--- src/common/psc_pkg.sv ---
package psc_pkg;

  // ----------------------------------------------------------------
  // Bus geometry
  // ----------------------------------------------------------------
  localparam int ADDR_W = 12;
  localparam int DATA_W = 32;

  // ----------------------------------------------------------------
  // Register byte offsets
  // ----------------------------------------------------------------
  localparam logic [11:0] OFS_CORE_CTRL = 12'h000;
  localparam logic [11:0] OFS_PCLK_SET = 12'h004;
  localparam logic [11:0] OFS_PCLK_CLR = 12'h008;
  localparam logic [11:0] OFS_PCLK_STAT = 12'h00c;

  // ----------------------------------------------------------------
  // Field positions and reset values
  // ----------------------------------------------------------------
  // Core clock stop bit in the core control register
  localparam int CORE_STOP_BIT = 0;
  // Peripheral bits match the interrupt source numbers
  localparam int BIT_SERIAL0 = 2;
  localparam int BIT_SERIAL1 = 3;
  localparam int BIT_TIMER0 = 4;
  localparam int BIT_TIMER1 = 5;
  localparam int BIT_TIMER2 = 6;
  localparam int BIT_PARIO = 8;
  localparam logic [31:0] PCLK_MASK = 32'h0000017c;
  localparam logic [31:0] PCLK_RST = 32'h0000017c;
  localparam logic CORE_RST = 1'b1;

  // ----------------------------------------------------------------
  // Bus answers
  // ----------------------------------------------------------------
  localparam logic [1:0] RESP_OKAY = 2'b00;
  localparam logic [1:0] RESP_SLVERR = 2'b10;

endpackage

--- src/hdl/psc_gate.sv ---
// Holds one clock-run flag; a start request wins over a stop request,
// so a wake event in the same cycle as a stop is never lost.
module psc_gate #(
  parameter logic RST_ON = 1'b1
) (
  input wire logic clk,
  input wire logic rst,
  input wire logic on_req,
  input wire logic off_req,
  output logic run_r
);

  // Run flag, changes only at a clock edge or on async reset, so outside reset enables are whole cycles
  always_ff @(posedge clk or posedge rst) begin
    if (rst) begin
      run_r <= RST_ON;
    end else if (on_req) begin
      run_r <= 1'b1;
    end else if (off_req) begin
      // Stop takes effect at the next edge, no draining of the domain
      run_r <= 1'b0;
    end
  end

endmodule

--- src/hdl/psc_top.sv ---
// Contract
// - Core clock runs after reset; any enabled interrupt or reset restarts it.
// - Writing one to control bit 0 stops core clock; zero does nothing.
// - Writing ones to enable register starts those peripheral clocks.
// - Writing ones to disable register stops those peripheral clocks.
// - Status register reads one for each running peripheral clock.
// - After reset all peripheral clocks run; status reads 0x17C.
// - A disable stops the peripheral clock at once, no waiting.
// - Restarted peripheral resumes from its held state; gating never resets.
// - Peripheral bit positions equal their interrupt source numbers.
//
// The AXI4-Lite register port was decided locally.
module psc_top (
  input wire logic clk,
  input wire logic rst,
  input wire logic [psc_pkg::ADDR_W-1:0] s_axi_awaddr,
  input wire logic [2:0] s_axi_awprot,
  input wire logic s_axi_awvalid,
  output logic s_axi_awready,
  input wire logic [psc_pkg::DATA_W-1:0] s_axi_wdata,
  input wire logic [3:0] s_axi_wstrb,
  input wire logic s_axi_wvalid,
  output logic s_axi_wready,
  output logic [1:0] s_axi_bresp,
  output logic s_axi_bvalid,
  input wire logic s_axi_bready,
  input wire logic [psc_pkg::ADDR_W-1:0] s_axi_araddr,
  input wire logic [2:0] s_axi_arprot,
  input wire logic s_axi_arvalid,
  output logic s_axi_arready,
  output logic [psc_pkg::DATA_W-1:0] s_axi_rdata,
  output logic [1:0] s_axi_rresp,
  output logic s_axi_rvalid,
  input wire logic s_axi_rready,
  input wire logic [31:0] irq_source,
  input wire logic [31:0] irq_enable,
  output logic core_clock_en,
  output logic serial_port0_clock_en,
  output logic serial_port1_clock_en,
  output logic timer_chan0_clock_en,
  output logic timer_chan1_clock_en,
  output logic timer_chan2_clock_en,
  output logic parallel_io_clock_en
);
  import psc_pkg::*;

  // ----------------------------------------------------------------
  // Helpers
  // ----------------------------------------------------------------
  // Expand byte strobes to a bit mask
  function automatic logic [31:0] strb_mask(input logic [3:0] strb);
    logic [31:0] m;
    m = 32'h00000000;
    for (int i = 0; i < 4; i++) begin
      m[i*8 +: 8] = {8{strb[i]}};
    end
    return m;
  endfunction

  // Word-aligned offset of a bus address
  function automatic logic [11:0] word_ofs(input logic [ADDR_W-1:0] a);
    return {a[11:2], 2'b00};
  endfunction

  // ----------------------------------------------------------------
  // Write channel
  // ----------------------------------------------------------------
  logic aw_hold_r;
  logic w_hold_r;
  logic [11:0] aw_ofs_r;
  logic [31:0] w_data_r;
  logic wr_commit;
  logic wr_mapped;
  logic core_stop;
  logic [31:0] pclk_set;
  logic [31:0] pclk_clr;
  logic wake;
  logic [31:0] pclk_run;

  assign wr_commit = aw_hold_r && w_hold_r && !s_axi_bvalid;
  assign wr_mapped = (aw_ofs_r == OFS_CORE_CTRL) ||
                     (aw_ofs_r == OFS_PCLK_SET) ||
                     (aw_ofs_r == OFS_PCLK_CLR) ||
                     (aw_ofs_r == OFS_PCLK_STAT);

  // Address and data are taken in either order, one write at a time
  always_ff @(posedge clk or posedge rst) begin
    if (rst) begin
      aw_hold_r <= 1'b0;
      aw_ofs_r <= 12'h000;
      s_axi_awready <= 1'b1;
    end else if (s_axi_awvalid && s_axi_awready) begin
      aw_hold_r <= 1'b1;
      aw_ofs_r <= word_ofs(s_axi_awaddr);
      s_axi_awready <= 1'b0;
    end else if (wr_commit) begin
      aw_hold_r <= 1'b0;
    end else if (s_axi_bvalid && s_axi_bready) begin
      s_axi_awready <= 1'b1;
    end
  end

  // Data with byte strobes folded in, so unstrobed lanes act as zero
  always_ff @(posedge clk or posedge rst) begin
    if (rst) begin
      w_hold_r <= 1'b0;
      w_data_r <= 32'h00000000;
      s_axi_wready <= 1'b1;
    end else if (s_axi_wvalid && s_axi_wready) begin
      w_hold_r <= 1'b1;
      w_data_r <= s_axi_wdata & strb_mask(s_axi_wstrb);
      s_axi_wready <= 1'b0;
    end else if (wr_commit) begin
      w_hold_r <= 1'b0;
    end else if (s_axi_bvalid && s_axi_bready) begin
      s_axi_wready <= 1'b1;
    end
  end

  // Write response; the status register is read-only and ignores writes
  always_ff @(posedge clk or posedge rst) begin
    if (rst) begin
      s_axi_bvalid <= 1'b0;
      s_axi_bresp <= RESP_OKAY;
    end else if (wr_commit) begin
      s_axi_bvalid <= 1'b1;
      s_axi_bresp <= wr_mapped ? RESP_OKAY : RESP_SLVERR;
    end else if (s_axi_bready) begin
      s_axi_bvalid <= 1'b0;
    end
  end

  // ----------------------------------------------------------------
  // Command decode
  // ----------------------------------------------------------------
  // core stop: only a one in bit 0 has effect
  assign core_stop = wr_commit && (aw_ofs_r == OFS_CORE_CTRL) &&
                     w_data_r[CORE_STOP_BIT];
  // set command: zero bits and unused positions are ignored
  assign pclk_set = (wr_commit && aw_ofs_r == OFS_PCLK_SET) ?
                    (w_data_r & PCLK_MASK) : 32'h00000000;
  // clear command: same positions as the set register
  assign pclk_clr = (wr_commit && aw_ofs_r == OFS_PCLK_CLR) ?
                    (w_data_r & PCLK_MASK) : 32'h00000000;
  // wake on any interrupt that is both pending and enabled
  assign wake = |(irq_source & irq_enable);

  // ----------------------------------------------------------------
  // Clock run flags
  // ----------------------------------------------------------------
  // core gate: wake wins over a stop written in the same cycle
  psc_gate #(
    .RST_ON(CORE_RST)
  ) u_core_gate (
    .clk(clk),
    .rst(rst),
    .on_req(wake),
    .off_req(core_stop),
    .run_r(core_clock_en)
  );

  // one gate per interrupt source number that owns a peripheral
  for (genvar g = 0; g < 32; g++) begin : g_pclk
    if (PCLK_MASK[g]) begin : g_on
      // stop applies at the very next edge, no handshake
      psc_gate #(
        .RST_ON(PCLK_RST[g])
      ) u_gate (
        .clk(clk),
        .rst(rst),
        .on_req(pclk_set[g]),
        .off_req(pclk_clr[g]),
        .run_r(pclk_run[g])
      );
    end else begin : g_off
      assign pclk_run[g] = 1'b0;
    end
  end

  // enables are flops; the domain's clock-enable keeps whole cycles
  assign serial_port0_clock_en = pclk_run[BIT_SERIAL0];
  assign serial_port1_clock_en = pclk_run[BIT_SERIAL1];
  assign timer_chan0_clock_en = pclk_run[BIT_TIMER0];
  assign timer_chan1_clock_en = pclk_run[BIT_TIMER1];
  assign timer_chan2_clock_en = pclk_run[BIT_TIMER2];
  assign parallel_io_clock_en = pclk_run[BIT_PARIO];

  // ----------------------------------------------------------------
  // Read channel
  // ----------------------------------------------------------------
  logic [11:0] rd_ofs;

  assign rd_ofs = word_ofs(s_axi_araddr);

  // One read at a time; write-only registers read as zero
  always_ff @(posedge clk or posedge rst) begin
    if (rst) begin
      s_axi_arready <= 1'b1;
      s_axi_rvalid <= 1'b0;
      s_axi_rdata <= 32'h00000000;
      s_axi_rresp <= RESP_OKAY;
    end else if (s_axi_arvalid && s_axi_arready) begin
      s_axi_arready <= 1'b0;
      s_axi_rvalid <= 1'b1;
      s_axi_rresp <= RESP_OKAY;
      // status shows the live run flags
      case (rd_ofs)
        OFS_PCLK_STAT: s_axi_rdata <= pclk_run;
        OFS_CORE_CTRL, OFS_PCLK_SET, OFS_PCLK_CLR: begin
          s_axi_rdata <= 32'h00000000;
        end
        default: begin
          s_axi_rdata <= 32'h00000000;
          s_axi_rresp <= RESP_SLVERR;
        end
      endcase
    end else if (s_axi_rvalid && s_axi_rready) begin
      s_axi_rvalid <= 1'b0;
      s_axi_arready <= 1'b1;
    end
  end

  logic rst_seen_r;

  // Marks the first cycle after reset release
  always_ff @(posedge clk or posedge rst) begin
    if (rst) begin
      rst_seen_r <= 1'b0;
    end else begin
      rst_seen_r <= 1'b1;
    end
  end
endmodule

--- config.mk ---
export PLATFORM = sky130hd
export DESIGN_NAME = psc_top
export DESIGN_NICKNAME = d
export VERILOG_FILES = /design/src/common/psc_pkg.sv /design/src/hdl/psc_gate.sv /design/src/hdl/psc_top.sv
export SDC_FILE = /design/constraint.sdc
export NUM_CORES = 1
export LEC_CHECK = 0
export ABC_CLOCK_PERIOD_IN_PS = 1400
export BUFFER_PORTS_ARGS = -buffer_cell sky130_fd_sc_hd__buf_4
export CORE_ASPECT_RATIO = 1.5
export CORE_MARGIN = 5
export CORE_UTILIZATION = 37
export DETAILED_ROUTE_END_ITERATION = 12
export PLACE_DENSITY = 0.81
export REMOVE_ABC_BUFFERS = 1
export SLEW_MARGIN = 40
export SYNTH_ARGS = -nofsm -noshare
export SYNTH_HDL_FRONTEND = slang
export SYNTH_SLANG_ARGS = --single-unit
--- constraint.sdc ---
create_clock -name clk -period 1.4 [get_ports clk]
set_input_delay 0 -clock clk [delete_from_list [all_inputs] [get_ports clk]]
set_output_delay 0 -clock clk [all_outputs]
set_load 0.1 [all_outputs]
==> flow_summary.toml <==
[timing]
slew_headroom = 0.667
hold_viol_final = 0
skew_ps = 7.46
setup_slack_ps = 1.09
fin_crit_ps = 1400
period_share = 0.999
rsz0062_at_grt = "true"
tightest_slew_ps = 500
tns_ps = 0
drv_slew = 0
setup_viol = 0
fmax_mhz = 715

[layout]
fin_util = 0.642
fin_nets = 487
diodes = 0
fillers = 411
drive_gt1_frac = 0.467
area_growth_syn_to_layout_pct = 66.9
layout_commonest_cell = "buf_4"
fin_area_sq_um = 3320
final_cell_mix = "128 x buf_4, 30 x nand2_1, 29 x dfrtp_1, 29 x dlygate4sd3_1, 28 x conb_1"

[grt]
antenna_found_initial = 0
grt_pass1_vias = 2191
grt_max_degree = 40
grt_overflow = 0
grt_first_pass_wirelength_microns = 9920
track_usage = 0.178

[setup_path]
crit_type = "register to register"
critPathMaxFanout = 2
critPathBufInv = 1
critPathRequiredTime_ps = 1610
crit_end = "u_core_gate.run_r$_DFFE_PP1P_"
critical_path_depth = 5
crit_chain = "buf_4 > nor4_1 > nand3_1 > o21ai_0 > nand2_1"
path_delay_family = "simple AND/OR/NAND/NOR gates"
endpoint_kind = "register"
worstPathArrival_ps = 1610
startpoint = "aw_ofs_r[7]$_DFFE_PP0P_"
startpoint_type = "register"
slowest_delay_ps = 400
rr_worst_depth = 5
timing.rr.end = "u_core_gate.run_r$_DFFE_PP1P_"
rr_startpoint = "aw_ofs_r[7]$_DFFE_PP0P_"
r2r_setup_slack_ps = 1
cp_slowest_cell = "dfrtp_1"

[routing]
drt-total-wl_microns = 6170
drtIter0Drc = 78
drc = 0
num_vias = 1987
post_drt_wl_per_cell_microns = 14.7
drtPass1Iterations = 4
ant_nets = 0
vias_per_cell = 4.74

[pwr]
power_density_nw_per_um2 = 1370
total_power_mw = 4.54
ir_worst_vdd_mv = 1.12
p_leak_nw = 1.63

[synthesis]
synthArstFlopShare = 1.00
synth_cells = 191
synth_cell_type_count = 25
synth_edf_count = 0
ys.flop_type = "dfrtp_1"
syn_area_sq_um = 1990
seq_area_frac_synth = 0.497
avgSynthCellArea_sq_um = 10.4
ys_seq_elements = 39
ys_warn_count = 0

[clocking]
clkSinkCount = 39
htree_levels = 2
cts_tree = "done"
post_cts_buffers = 0
cts_buffers = 5
cts_max_path_buffers = 2
cts_root_buf = "clkbuf_8"
clk_latency_ps = 280
path_clk_slew_ps = 80

[placed_design]
post-place-ws_ps = 2.26
dpl.hpwl_microns = 4880
port_buffers = 119
placedInstanceArea_sq_um = 2910
gp_congestion = 0.775

[floorplan]
die_height_microns = 99.8
rows = 32
start_util = 0.385
die_w_microns = 69.8
design.core.area_sq_um = 5160
die_area_sq_um = 6970
io_pins = 185

[worst_hold_path]
hold_path.class = "primary input to register"

[outcome]
status = "complete, no violations"

[run]
drv_cap = 0
[power by group]
group          total (mW)  switching (mW)  internal (mW)
clock               0.725           0.377          0.348
combinational        2.01            1.24          0.772
sequential           1.81           0.324           1.48
total                4.54            1.94           2.60
[Yosys cell counts (all sizes together), types with 2 or more instances]
cell | instances | area, sq um
a22o | 6 | 52.6
a22oi | 16 | 120
a32oi | 6 | 52.6
buf | 31 | 238
clkbuf | 2 | 7.51
dfrtp | 29 | 726
dfstp | 10 | 263
inv | 10 | 37.5
mux2 | 11 | 124
mux2i | 3 | 30.0
nand2 | 30 | 113
nand4 | 5 | 31.3
nor4 | 7 | 50.1
o21ai | 17 | 85.1
[layout make-up]
type	instances	area [sq um]	area share
clock inverters	2	12.5	0.00377
inverters	10	37.5	0.0113
flip-flops and latches	39	988	0.298
clock buffers	6	72.6	0.0219
well taps	68	85.1	0.0257
multi-input cells	136	848	0.256
repair buffers	158	1270	0.383
[worst min path at each step]
stage                         startpoint                        end  slack, ps  cells past startpoint
final                     s_axi_wstrb[0]    w_data_r[6]$_DFFE_PP0P_         10                      3
after CTS                 s_axi_wstrb[0]    w_data_r[6]$_DFFE_PP0P_          7                      3
after global placement               rst    w_data_r[8]$_DFFE_PP0P_        140                      3
after global routing      s_axi_wstrb[0]    w_data_r[0]$_DFFE_PP0P_         30                      3
after detailed placement             rst   s_axi_bvalid$_DFFE_PP0P_        150                      3
after floorplan            s_axi_arvalid  s_axi_arready$_DFFE_PP1P_         60                      1
[routing by layer]
| layer | global-route usage | up-vias | routed length, microns |
|---|---|---|---|
| met5 | 0 | - | 0 |
| li1 | - | 951 | - |
| met3 | 0.0536 | 14 | 582 |
| met4 | 0.0737 | 0 | 172 |
| met2 | 0.341 | 117 | 3460 |
| met1 | 0.175 | 905 | 1960 |
[registers in the layout, summed over array words and instances, names as in the netlist, 6 cells and up]
signal / cells
aw_ofs_r: 10
w_data_r: 7
g_pclk.g_on.u_gate.run_r: 6
s_axi_rdata: 6
[kinds of logic (layout without fill, tap and decap cells)]
group | after synthesis | in the layout | share of synthesized area
and+or+nand+nor | 47 | 47 | 0.116
muxes | 14 | 14 | 0.0775
DFF | 39 | 39 | 0.497
other | 1 | 28 | 0.00189
AOI/OAI and AO/OA | 47 | 47 | 0.164
buffers and inverters | 43 | 176 | 0.142
[metrics by stage]
step / hold slack [ps] / cells
floorplan: 58.3 / 185
global placement: 145 / 382
detailed placement: 154 / 382
CTS: 6.95 / 420
global route: 25.0 / 419
finish: 14.7 / 419
[tightest hold or removal path, stage by stage]
cell	delay, ps
buf_4	140
nand2_1	50
o21ai_0	60
[what timing repair did]
action / CTS / global route
pin swaps: 0 / 10
gates resized for setup: 1 / 4
setup endpoints to repair: 3 / 8
hold buffers: 30 / 0
endpoints found under the hold margin: 51 / 0
cloned: 0 / 0
(Power assumes the default switching activity.)
